$ cat src/rtl/pfs_pkg.sv
// constants, field layouts and carrier types of the pad function select and pull bank
package pfs_pkg;

  // bus geometry
  localparam int ADDR_W = 12;
  localparam int DATA_W = 32;
  localparam int HALF_W = 16;
  localparam int NREG = 12;

  // register indices
  localparam int IDX_P3A_LO = 0;
  localparam int IDX_P3A_HI = 1;
  localparam int IDX_P3B_LO = 2;
  localparam int IDX_P3B_HI = 3;
  localparam int IDX_P3C = 4;
  localparam int IDX_P3D = 5;
  localparam int IDX_COMMON = 6;
  localparam int IDX_P0A_PULL = 7;
  localparam int IDX_P0D_PULL = 8;
  localparam int IDX_P1A_PULL = 9;
  localparam int IDX_P1B_PULL = 10;
  localparam int IDX_DBG_EN = 11;

  // byte offsets, in index order
  localparam logic [ADDR_W-1:0] REG_OFF [NREG] = '{
    12'h038, 12'h03c, 12'h040, 12'h044, 12'h048, 12'h04c,
    12'h050, 12'h100, 12'h10c, 12'h110, 12'h114, 12'h054};

  // writable (non-reserved) bits of each lower half
  localparam logic [HALF_W-1:0] REG_WMASK [NREG] = '{
    16'h71ff, 16'h01ff, 16'h0007, 16'h0000, 16'h3cff, 16'h0000,
    16'h1fff, 16'hffff, 16'hffff, 16'hffff, 16'hffff, 16'h0001};

  // reset values of each lower half
  localparam logic [HALF_W-1:0] REG_RESET [NREG] = '{
    16'h0000, 16'h0000, 16'h0000, 16'h0000, 16'h0000, 16'h0000,
    16'h0000, 16'h566a, 16'haaaa, 16'ha555, 16'h56a5, 16'h0000};

  // three-bit selector positions (lsb)
  localparam int POS_A4 = 12;
  localparam int POS_A2 = 6;
  localparam int POS_A1 = 3;
  localparam int POS_A0 = 0;
  localparam int POS_A7 = 6;
  localparam int POS_A6 = 3;
  localparam int POS_A5 = 0;
  localparam int POS_B0 = 0;
  // two-bit group C positions, pins 6,5,3,2,1,0
  localparam int POS_C6 = 12;
  localparam int POS_C5 = 10;
  localparam int POS_C3 = 6;
  localparam int POS_C2 = 4;
  localparam int POS_C1 = 2;
  localparam int POS_C0 = 0;
  // common register bit positions, and the debug enable register bit
  localparam int POS_NET_CLKOUT_S1 = 12;
  localparam int POS_NET_CLKOUT_S2 = 11;
  localparam int POS_NET_S1 = 10;
  localparam int POS_CAMERA = 9;
  localparam int POS_STREAM = 8;
  localparam int POS_CARD = 7;
  localparam int POS_AUDIO2 = 6;
  localparam int POS_SPI = 4;
  localparam int POS_MIC = 3;
  localparam int POS_NET = 2;
  localparam int POS_DBG_SRC = 0;
  localparam int POS_DBG_EN = 0;

  // highest legal codes of the selectors
  localparam logic [2:0] TOP_SIX = 3'h5;
  localparam logic [2:0] TOP_SEVEN = 3'h6;
  localparam logic [1:0] CODE_CARD_FN = 2'h2;
  localparam logic [1:0] TOP_SOLUTION = 2'h2;

  // pull codes
  localparam logic [1:0] PULL_NONE = 2'h0;
  localparam logic [1:0] PULL_UP = 2'h1;
  localparam logic [1:0] PULL_DOWN = 2'h2;
  localparam logic [1:0] PULL_KEEP = 2'h3;
  localparam int PINS_PER_GROUP = 8;

  // effective function select per pin toward the pads
  typedef struct packed {
    logic [2:0] p3a_pin7_function;
    logic [2:0] p3a_pin6_function;
    logic [2:0] p3a_pin5_function;
    logic [2:0] p3a_pin4_function;
    logic [2:0] p3a_pin2_function;
    logic [2:0] p3a_pin1_function;
    logic [2:0] p3a_pin0_function;
    logic [2:0] p3b_pin0_function;
    logic [1:0] p3c_pin6_function;
    logic [1:0] p3c_pin5_function;
    logic [1:0] p3c_pin3_function;
    logic [1:0] p3c_pin2_function;
    logic [1:0] p3c_pin1_function;
    logic [1:0] p3c_pin0_function;
  } pfs_func_t;

  // interface pin-solution selection
  typedef struct packed {
    logic net_clkout_s1_arrangement;
    logic net_clkout_s2_arrangement;
    logic net_s1_arrangement;
    logic camera_pin_solution;
    logic stream_pin_solution;
    logic card_pin_solution;
    logic audio2_pin_solution;
    logic [1:0] serial_periph_pin_solution;
    logic mic_pin_solution;
    logic net_pin_solution;
    logic debug_serial_enable;
    logic [1:0] debug_serial_source;
  } pfs_common_t;

  // decoded pull controls of one group of eight pins
  typedef struct packed {
    logic [PINS_PER_GROUP-1:0] pull_up;
    logic [PINS_PER_GROUP-1:0] pull_down;
    logic [PINS_PER_GROUP-1:0] keeper;
  } pfs_pull_t;

endpackage

$ cat src/rtl/pfs_mask_reg.sv
// one half-word register with per-bit write enables in the upper half
`timescale 1ns/1ps
module pfs_mask_reg #(
  parameter logic [15:0] WMASK = 16'hffff,
  parameter logic [15:0] RESET = 16'h0000
) (
  input wire logic pclk,
  input wire logic presetn,
  input wire logic wr_en,
  input wire logic [31:0] wdata,
  input wire logic [15:0] lane_en,
  output logic [15:0] q_ff
);

  // enable per bit: written enable, byte lane strobed, bit not reserved
  wire logic [15:0] bit_en = wdata[31:16] & lane_en & WMASK & {16{wr_en}};
  // merge new bits under enable, keep the rest
  wire logic [15:0] nxt_q = (q_ff & ~bit_en) | (wdata[15:0] & bit_en);

  // storage, reset to the given default
  always_ff @(posedge pclk or negedge presetn) begin
    if (!presetn) begin
      q_ff <= RESET;
    end else begin
      q_ff <= nxt_q;
    end
  end

endmodule // pfs_mask_reg

$ cat src/rtl/pfs_pull_decode.sv
// turns a group's two-bit pull codes into registered pad pull controls
`timescale 1ns/1ps
module pfs_pull_decode (
  input wire logic pclk,
  input wire logic presetn,
  input wire logic [15:0] code,
  output pfs_pkg::pfs_pull_t pull_ff
);

  pfs_pkg::pfs_pull_t nxt_pull; // decoded controls

  // one decoder per pin
  genvar g;
  generate
    for (g = 0; g < pfs_pkg::PINS_PER_GROUP; g++) begin : g_pin
      wire logic [1:0] pin_code = code[2*g+1:2*g];
      assign nxt_pull.pull_up[g] = (pin_code == pfs_pkg::PULL_UP);
      assign nxt_pull.pull_down[g] = (pin_code == pfs_pkg::PULL_DOWN);
      assign nxt_pull.keeper[g] = (pin_code == pfs_pkg::PULL_KEEP);
    end
  endgenerate

  // output register; reset shows no pull until the defaults propagate
  always_ff @(posedge pclk or negedge presetn) begin
    if (!presetn) begin
      pull_ff <= '0;
    end else begin
      pull_ff <= nxt_pull;
    end
  end

endmodule // pfs_pull_decode

$ cat src/rtl/pfs_bank.sv
// apb register bank for pad function selection, pin solutions and pulls
//
// Added by the designer: register access over APB.
`timescale 1ns/1ps
module pfs_bank #(
  parameter int ADDR_W = pfs_pkg::ADDR_W
) (
  input wire logic pclk,
  input wire logic presetn,
  input wire logic psel,
  input wire logic penable,
  input wire logic pwrite,
  input wire logic [ADDR_W-1:0] paddr,
  input wire logic [31:0] pwdata,
  input wire logic [3:0] pstrb,
  output logic [31:0] prdata_ff,
  output logic pready_ff,
  output logic pslverr_ff,
  output pfs_pkg::pfs_func_t func_ff,
  output pfs_pkg::pfs_common_t common_ff,
  output pfs_pkg::pfs_pull_t p0a_pull_ff,
  output pfs_pkg::pfs_pull_t p0d_pull_ff,
  output pfs_pkg::pfs_pull_t p1a_pull_ff,
  output pfs_pkg::pfs_pull_t p1b_pull_ff
);

  // helper decoders

  // a three-bit selector above its last legal code falls back to plain io
  function automatic logic [2:0] keep3(input logic [2:0] code, input logic [2:0] top);
    begin
      keep3 = (code > top) ? 3'h0 : code;
    end
  endfunction

  // a group C selector only knows plain io and the card function
  function automatic logic [1:0] keep_card(input logic [1:0] code);
    begin
      keep_card = (code == pfs_pkg::CODE_CARD_FN) ? code : 2'h0;
    end
  endfunction

  // a two-bit solution field with a reserved top code falls back to zero
  function automatic logic [1:0] keep_solution(input logic [1:0] code);
    begin
      keep_solution = (code > pfs_pkg::TOP_SOLUTION) ? 2'h0 : code;
    end
  endfunction

  // apb decode

  // setup phase: a new transfer is being offered
  wire logic setup_phase = psel & ~penable;
  // access phase: the transfer completes at this edge (pready_ff is high)
  wire logic access_done = psel & penable & pready_ff;
  // word alignment check
  wire logic aligned = (paddr[1:0] == 2'h0);

  // per-register hit, compared against the full byte offset
  logic [pfs_pkg::NREG-1:0] hit;
  // stored lower halves of every register
  logic [15:0] q [pfs_pkg::NREG];
  // read words per register, ored together below
  logic [31:0] rd_word [pfs_pkg::NREG];

  genvar r;
  generate
    for (r = 0; r < pfs_pkg::NREG; r++) begin : g_hit
      assign hit[r] = aligned & (paddr == ADDR_W'(pfs_pkg::REG_OFF[r]));
    end
  endgenerate

  // any register selected
  wire logic mapped = |hit;

  // byte lane gating of the enables: an enable byte only counts when both
  // it and the data byte it governs are strobed
  wire logic [15:0] lane_en = {{8{pstrb[3] & pstrb[1]}}, {8{pstrb[2] & pstrb[0]}}};

  // write takes effect only on the completing access edge
  wire logic wr_fire = access_done & pwrite;

  // register storage

  // one masked register per map entry
  generate
    for (r = 0; r < pfs_pkg::NREG; r++) begin : g_reg
      pfs_mask_reg #(
        .WMASK(pfs_pkg::REG_WMASK[r]),
        .RESET(pfs_pkg::REG_RESET[r])
      ) u_reg (
        .pclk(pclk),
        .presetn(presetn),
        .wr_en(wr_fire & hit[r]),
        .wdata(pwdata),
        .lane_en(lane_en),
        .q_ff(q[r])
      );
      // enable half and reserved bits always read as zero
      assign rd_word[r] = hit[r] ? {16'h0000, q[r] & pfs_pkg::REG_WMASK[r]} : 32'h0;
    end
  endgenerate

  // read data mux: or of the selected words
  logic [31:0] rd_mux;
  always_comb begin
    rd_mux = 32'h0;
    for (int i = 0; i < pfs_pkg::NREG; i++) begin
      rd_mux = rd_mux | rd_word[i];
    end
  end

  // apb answer

  // ready rises for the access phase that follows each setup cycle, so every
  // transfer completes in exactly one access cycle
  wire logic nxt_pready = setup_phase;
  // read data captured in setup, held through access; zero otherwise
  wire logic [31:0] nxt_prdata = (setup_phase & ~pwrite) ? rd_mux : 32'h0;
  // unmapped or misaligned addresses answer with an error and no effect
  wire logic nxt_pslverr = setup_phase & ~mapped;

  // bus answer registers
  always_ff @(posedge pclk or negedge presetn) begin
    if (!presetn) begin
      pready_ff <= 1'b0;
      prdata_ff <= 32'h0;
      pslverr_ff <= 1'b0;
    end else begin
      pready_ff <= nxt_pready;
      prdata_ff <= nxt_prdata;
      pslverr_ff <= nxt_pslverr;
    end
  end

  // function selection toward the pads

  // shorthand views of the stored selector registers
  wire logic [15:0] a_lo = q[pfs_pkg::IDX_P3A_LO];
  wire logic [15:0] a_hi = q[pfs_pkg::IDX_P3A_HI];
  wire logic [15:0] b_lo = q[pfs_pkg::IDX_P3B_LO];
  wire logic [15:0] c_all = q[pfs_pkg::IDX_P3C];
  wire logic [15:0] com = q[pfs_pkg::IDX_COMMON];
  wire logic [15:0] dbg = q[pfs_pkg::IDX_DBG_EN];

  pfs_pkg::pfs_func_t nxt_func; // effective function per pin

  // group A low: pin4 six codes, pins 2..0 seven codes
  assign nxt_func.p3a_pin4_function = keep3(a_lo[pfs_pkg::POS_A4 +: 3], pfs_pkg::TOP_SIX);
  assign nxt_func.p3a_pin2_function = keep3(a_lo[pfs_pkg::POS_A2 +: 3], pfs_pkg::TOP_SEVEN);
  assign nxt_func.p3a_pin1_function = keep3(a_lo[pfs_pkg::POS_A1 +: 3], pfs_pkg::TOP_SEVEN);
  assign nxt_func.p3a_pin0_function = keep3(a_lo[pfs_pkg::POS_A0 +: 3], pfs_pkg::TOP_SEVEN);
  // group A high: pins 7..5, six codes each
  assign nxt_func.p3a_pin7_function = keep3(a_hi[pfs_pkg::POS_A7 +: 3], pfs_pkg::TOP_SIX);
  assign nxt_func.p3a_pin6_function = keep3(a_hi[pfs_pkg::POS_A6 +: 3], pfs_pkg::TOP_SIX);
  assign nxt_func.p3a_pin5_function = keep3(a_hi[pfs_pkg::POS_A5 +: 3], pfs_pkg::TOP_SIX);
  // group B pin0, seven codes
  assign nxt_func.p3b_pin0_function = keep3(b_lo[pfs_pkg::POS_B0 +: 3], pfs_pkg::TOP_SEVEN);
  // group C: only plain io or the managed card function
  assign nxt_func.p3c_pin6_function = keep_card(c_all[pfs_pkg::POS_C6 +: 2]);
  assign nxt_func.p3c_pin5_function = keep_card(c_all[pfs_pkg::POS_C5 +: 2]);
  assign nxt_func.p3c_pin3_function = keep_card(c_all[pfs_pkg::POS_C3 +: 2]);
  assign nxt_func.p3c_pin2_function = keep_card(c_all[pfs_pkg::POS_C2 +: 2]);
  assign nxt_func.p3c_pin1_function = keep_card(c_all[pfs_pkg::POS_C1 +: 2]);
  assign nxt_func.p3c_pin0_function = keep_card(c_all[pfs_pkg::POS_C0 +: 2]);

  // common pin-solution selection

  pfs_pkg::pfs_common_t nxt_common; // effective solution choices

  // old or optimized arrangement bits
  assign nxt_common.net_clkout_s1_arrangement = com[pfs_pkg::POS_NET_CLKOUT_S1];
  assign nxt_common.net_clkout_s2_arrangement = com[pfs_pkg::POS_NET_CLKOUT_S2];
  assign nxt_common.net_s1_arrangement = com[pfs_pkg::POS_NET_S1];
  // solution zero or one per interface
  assign nxt_common.camera_pin_solution = com[pfs_pkg::POS_CAMERA];
  assign nxt_common.stream_pin_solution = com[pfs_pkg::POS_STREAM];
  assign nxt_common.card_pin_solution = com[pfs_pkg::POS_CARD];
  assign nxt_common.audio2_pin_solution = com[pfs_pkg::POS_AUDIO2];
  // serial peripheral: three solutions, reserved code falls back to zero
  assign nxt_common.serial_periph_pin_solution = keep_solution(com[pfs_pkg::POS_SPI +: 2]);
  // microphone and network solution bits
  assign nxt_common.mic_pin_solution = com[pfs_pkg::POS_MIC];
  assign nxt_common.net_pin_solution = com[pfs_pkg::POS_NET];
  // debug serial: source only meaningful while enabled; disabled shows zero
  assign nxt_common.debug_serial_enable = dbg[pfs_pkg::POS_DBG_EN];
  assign nxt_common.debug_serial_source = dbg[pfs_pkg::POS_DBG_EN] ?
      keep_solution(com[pfs_pkg::POS_DBG_SRC +: 2]) : 2'h0;

  // pad-facing select registers; reset leaves every pin on plain io
  always_ff @(posedge pclk or negedge presetn) begin
    if (!presetn) begin
      func_ff <= '0;
      common_ff <= '0;
    end else begin
      func_ff <= nxt_func;
      common_ff <= nxt_common;
    end
  end

  // pull controls toward the pads

  // port0 group A
  pfs_pull_decode u_p0a (
    .pclk(pclk),
    .presetn(presetn),
    .code(q[pfs_pkg::IDX_P0A_PULL]),
    .pull_ff(p0a_pull_ff)
  );

  // port0 group D
  pfs_pull_decode u_p0d (
    .pclk(pclk),
    .presetn(presetn),
    .code(q[pfs_pkg::IDX_P0D_PULL]),
    .pull_ff(p0d_pull_ff)
  );

  // port1 group A
  pfs_pull_decode u_p1a (
    .pclk(pclk),
    .presetn(presetn),
    .code(q[pfs_pkg::IDX_P1A_PULL]),
    .pull_ff(p1a_pull_ff)
  );

  // port1 group B
  pfs_pull_decode u_p1b (
    .pclk(pclk),
    .presetn(presetn),
    .code(q[pfs_pkg::IDX_P1B_PULL]),
    .pull_ff(p1b_pull_ff)
  );

endmodule // pfs_bank

$ cat config.mk
export PLATFORM = sky130hd
export DESIGN_NAME = pfs_bank
export DESIGN_NICKNAME = d
export VERILOG_FILES = /design/src/rtl/pfs_pkg.sv /design/src/rtl/pfs_mask_reg.sv /design/src/rtl/pfs_pull_decode.sv /design/src/rtl/pfs_bank.sv
export SDC_FILE = /design/constraint.sdc
export NUM_CORES = 1
export LEC_CHECK = 0
export ABC_AREA = 1
export ABC_CLOCK_PERIOD_IN_PS = 5000
export BUFFER_PORTS_ARGS = -buffer_cell sky130_fd_sc_hd__buf_2
export CAP_MARGIN = 20
export CORE_ASPECT_RATIO = 1.1
export CORE_MARGIN = 3
export CORE_UTILIZATION = 40
export CTS_CLUSTER_DIAMETER = 120
export DETAILED_ROUTE_END_ITERATION = 16
export GPL_TIMING_DRIVEN = 1
export PLACE_DENSITY = 0.72
export SETUP_SLACK_MARGIN = 0.5
export SKIP_LAST_GASP = 1
export SYNTH_ARGS = -nofsm -noshare
export SYNTH_HDL_FRONTEND = slang
export SYNTH_HIERARCHICAL = 1
export SYNTH_SLANG_ARGS = --single-unit
export TNS_END_PERCENT = 20
$ cat constraint.sdc
create_clock -name pclk -period 5 [get_ports pclk]
set_clock_uncertainty 0.2 [all_clocks]
set_input_delay 1 -clock pclk [delete_from_list [all_inputs] [get_ports pclk]]
set_output_delay 1 -clock pclk [all_outputs]
set_load 0.02 [all_outputs]
=== Yosys cells after proc, flatten, opt, wreduce, memory -nomap -nowiden ===
Index checks and enable logic that the tools add are counted.

* Bitwise gates (word level): 93
* Order comparisons: 10
* Equal/unequal tests: 114
* Reduce and logical (&&, ||, !) cells: 2
* Muxes and demuxes: 28

{| class="wikitable"
|+ Operators with widths
! kind !! number
|-
| bitwise AND 16 bit || 25
|-
| OR 16 bit || 13
|-
| NOT 16 bit || 10
|-
| equality test 2 bit (second input constant) || 70
|-
| two-way mux 16 bit || 5
|-
| equality test 12 x 7 -> 1 bit (second input constant) || 6
|-
| equality test 2 x 1 -> 1 bit (second input constant) || 32
|-
| equality test 12 x 9 -> 1 bit (second input constant) || 4
|-
| bitwise AND 1 bit || 30
|-
| two-way mux 3 bit || 9
|-
| equality test 12 x 6 -> 1 bit (second input constant) || 2
|-
| > comparator 3 bit (second input constant) || 8
|-
| two-way mux 2 bit || 9
|-
| bitwise AND 1 x 16 -> 16 bit || 1
|-
| bitwise AND 13 x 16 -> 16 bit || 1
|-
| bitwise AND 14 x 16 -> 16 bit || 1
|-
| bitwise AND 15 x 16 -> 16 bit || 1
|-
| bitwise AND 3 x 16 -> 16 bit || 1
|-
| bitwise AND 9 x 16 -> 16 bit || 1
|-
| OR 15 x 16 -> 16 bit || 1
|-
| OR 16 x 1 -> 16 bit || 1
|-
| two-way mux 15 bit || 1
|-
| OR 15 x 13 -> 15 bit || 1
|-
| OR 15 x 14 -> 15 bit || 1
|-
| other kinds (10) || 13
|}

* Input port bits: 53
* Word-level logic and storage cells: 298
* Output and inout bits: 180
* Register bits: 324

=== Depth between registers and ports, before layout ===
* Depth in word-level cells: 13
* Depth in mapped cells: 11
* Mapped depth without buffers: 11

=== By module ===
Netlist, hierarchy kept.

{| class="wikitable"
|+ By module, submodules not included
! module !! area an instance (sq um) !! cells each !! times used !! sequential area each (sq um)
|-
| pfs_bank || 3,603.5 || 463 || 1 || 1,701.6
|-
| pfs_pull_decode || 780.7 || 72 || 4 || 600.6
|-
| pfs_mask_reg (g_reg[10].u_reg ...) || 744.5 || 83 || 4 || 410.4
|-
| pfs_mask_reg (g_reg[0].u_reg ...) || 581.8 || 67 || 2 || 300.3
|-
| pfs_mask_reg (g_reg[6].u_reg) || 633.1 || 72 || 1 || 325.3
|-
| pfs_mask_reg (g_reg[1].u_reg) || 486.7 || 55 || 1 || 225.2
|-
| pfs_mask_reg (g_reg[2].u_reg) || 232.7 || 29 || 1 || 75.1
|-
| pfs_mask_reg (g_reg[11].u_reg) || 160.2 || 21 || 1 || 25.0
|}

=== Least setup slack after synthesis ===
OpenSTA, ideal clock, no wires.

* Kind: input port to flip-flop
* Start point: input pstrb[2]
* End point: register (tool-made name)
* Arrival time: 3.292 ns
* Required time: 4.669 ns
* Buffers on the path: 0
* Library setup time: 0.131 ns
* Cell stages on the path: 5
* Slack: 1.377 ns
* Cells stage by stage: nand2_1 inv_1 nand3_1 nand2_1 nand2_1

{| class="wikitable"
|+ RTL lines
! element !! line !! RTL
|-
| start, declared || pfs_bank.sv:15 || <nowiki>input wire logic [3:0] pstrb,</nowiki>
|}

==> impl_metrics.yaml <==
timing:
  rsz0062_at_grt: "false"
  fin_tns_setup_ns: 0
  fin_crit_sh: 0.623
  tightest_slew_ns: 1.09
  drv_slew: 0
  max_slew_margin: 0.274
  layout_min_cycle_time_ns: 3.12
  setup_viol: 0
  finalHoldViolCount: 0
  fmax_mhz: 321
detailed_routing:
  ant_nets: 0
  first_pass_iters: 5
  drcViolationCount: 0
  vias_per_cell: 5.23
  vias: 10300
  wirelength_um: 34300
  drt_iter0_drc: 934
  post_drt_wl_per_cell_um: 17.4
clocking:
  cts.root.buffer_cell: "clkbuf_16"
  insertion_delay_ns: 0.54
  cts_hold_buf: 0
  clk_pin_slew_ns: 0.06
  numCtsBuffers: 28
  cts_buffer_depth: 3
  cts_max_level: 1
  cts_tree: "built"
  cts.repair.resized: 0
  cts_sinks: 278
  postCtsSetupBuffers: 0
worst_setup_path:
  crit_cells: 10
  path_cells: "buf_2, nor2_2, nand2_1, nor2_4, nand2_1, nor2_2, buf_4, nand3_1, nand2_1, nand2_1"
  arrival_ns: 3.34
  critical_path_class: "in -> reg"
  worst-path-buf-inv: 2
  cp-end-kind: "flip-flop"
  critPathTopFamily: "simple AND/OR/NAND/NOR gates"
  required_ns: 5.22
  critPathMaxFanout: 30
  ff2ff_path_depth: 6
  worst_path_most_repeated_cell: "nand2_1"
  cp_slowest_cell: "nor2_4"
  startpoint_type: "input pin"
  max_stage_delay_ns: 0.52
floorplan:
  chipWidth_um: 171
  die_area_sq_mm: 0.0321
  initial_core_util: 0.413
  ioPinCount: 233
  num_rows: 65
  die_h_um: 188
  core_region_area_sq_mm: 0.0291
final_layout:
  fin_area_sq_mm: 0.0143
  synthToLayoutAreaGrowth_pct: 19.0
  drive_gt1_frac: 0.214
  nNetsFinal: 1631
  fillers: 2756
pwr:
  ir_drop_mv: 0.219
  leakage_nw: 7.89
  power_density_mw_per_mm2: 322
placed_design:
  post_dp_cell_area_sq_mm: 0.0133
  detailed_place_hpwl_um: 23400
  io_buffers: 216
  gp_congestion: 0.907
global_route:
  grt_max_degree: 135
  grt_use_total: 0.208
  first_global_vias: 9669
  grt_pass1_wl_um: 53500
  grt_overflow_total: 0
  antenna_found_initial: 2
min_path:
  min_path_cells: 0
  worstHoldPathType: "reg -> reg"
synth:
  syn_area_per_cell_sq_um: 8.95
  synthesis.area_sq_mm: 0.0120
  netlist_instances: 1342
  ys_warn_count: 6
flow_run:
  maxCapViolations: 0
outcome:
  status: "finished, final reports clean"
## worst reg2reg max path, delay by kind of cell (launching register included)
kind / cells / cell delay, ns
AND/OR/NAND/NOR: 5 / 1.64
flip-flops: 1 / 0.35
buffers and inverters: 1 / 0.35
## where the power goes
part / switching (mW) / internal, mW
sequential: 0.00100 / 2.25
clock: 0.872 / 1.28
combinational: 0.168 / 0.0290
## placed cells by master (no fill, tap or decap), drive strengths merged
cell type and count:
a21oi 7, nand3 204, nand4 123, a31oi 1
clkinv 9, clkinvlp 1, diode 1, dfstp 32
conb 22, dfrtp 246, nor3 5, nand2 349
bufinv 3, buf 237, inv 148, clkbuf 40
a21boi 14, nor2 153, o21ai 5, o211ai 1
## through the flow
stage           util  std cells  setup WS [ns]  power (mW)  hold WS [ns]
4_1_cts        0.490       1966           1.95        4.64         0.201
3_3_place_gp   0.458       1914           1.49        2.48         0.182
6_report       0.491       1969           1.88        4.60         0.201
2_1_floorplan      -       1363           1.38        2.36         0.174
5_1_grt        0.491       1969           1.77        4.77         0.214
3_5_place_dp   0.458       1914           1.40        2.49         0.187
## cell type report
class	count	area [sq um]	share of cell area
sequential	278	7000	0.489
inverter	149	561	0.0392
timing repair buffer	237	1260	0.0879
multi-input combinational	884	4070	0.285
tap	368	460	0.0322
clock buffer	40	807	0.0564
antenna	1	2.50	0.000175
clock inverter	12	141	0.00989
## layer usage
metal / track usage / wire length, um
met5: 0 / 7
met4: 0.0789 / 1150
met3: 0.0483 / 3100
met1: 0.288 / 14300
met2: 0.320 / 15700
## worst paths after layout
path                                           from                          end  slack (ns)
worst max-delay path                       paddr[7]                    flip-flop        1.88
worst min register to register            flip-flop       common_ff[9]$_DFF_PN0_        0.20
max in group asynchronous                   presetn   asynchronous set/reset pin        3.06
min in group asynchronous                   presetn  u_p0d/pull_ff[22]$_DFF_PN0_        0.33
worst min-delay path                      flip-flop       common_ff[9]$_DFF_PN0_        0.20
worst max register to register  pready_ff$_DFF_PN0_                    flip-flop        2.36
(Power assumes the default switching activity.)
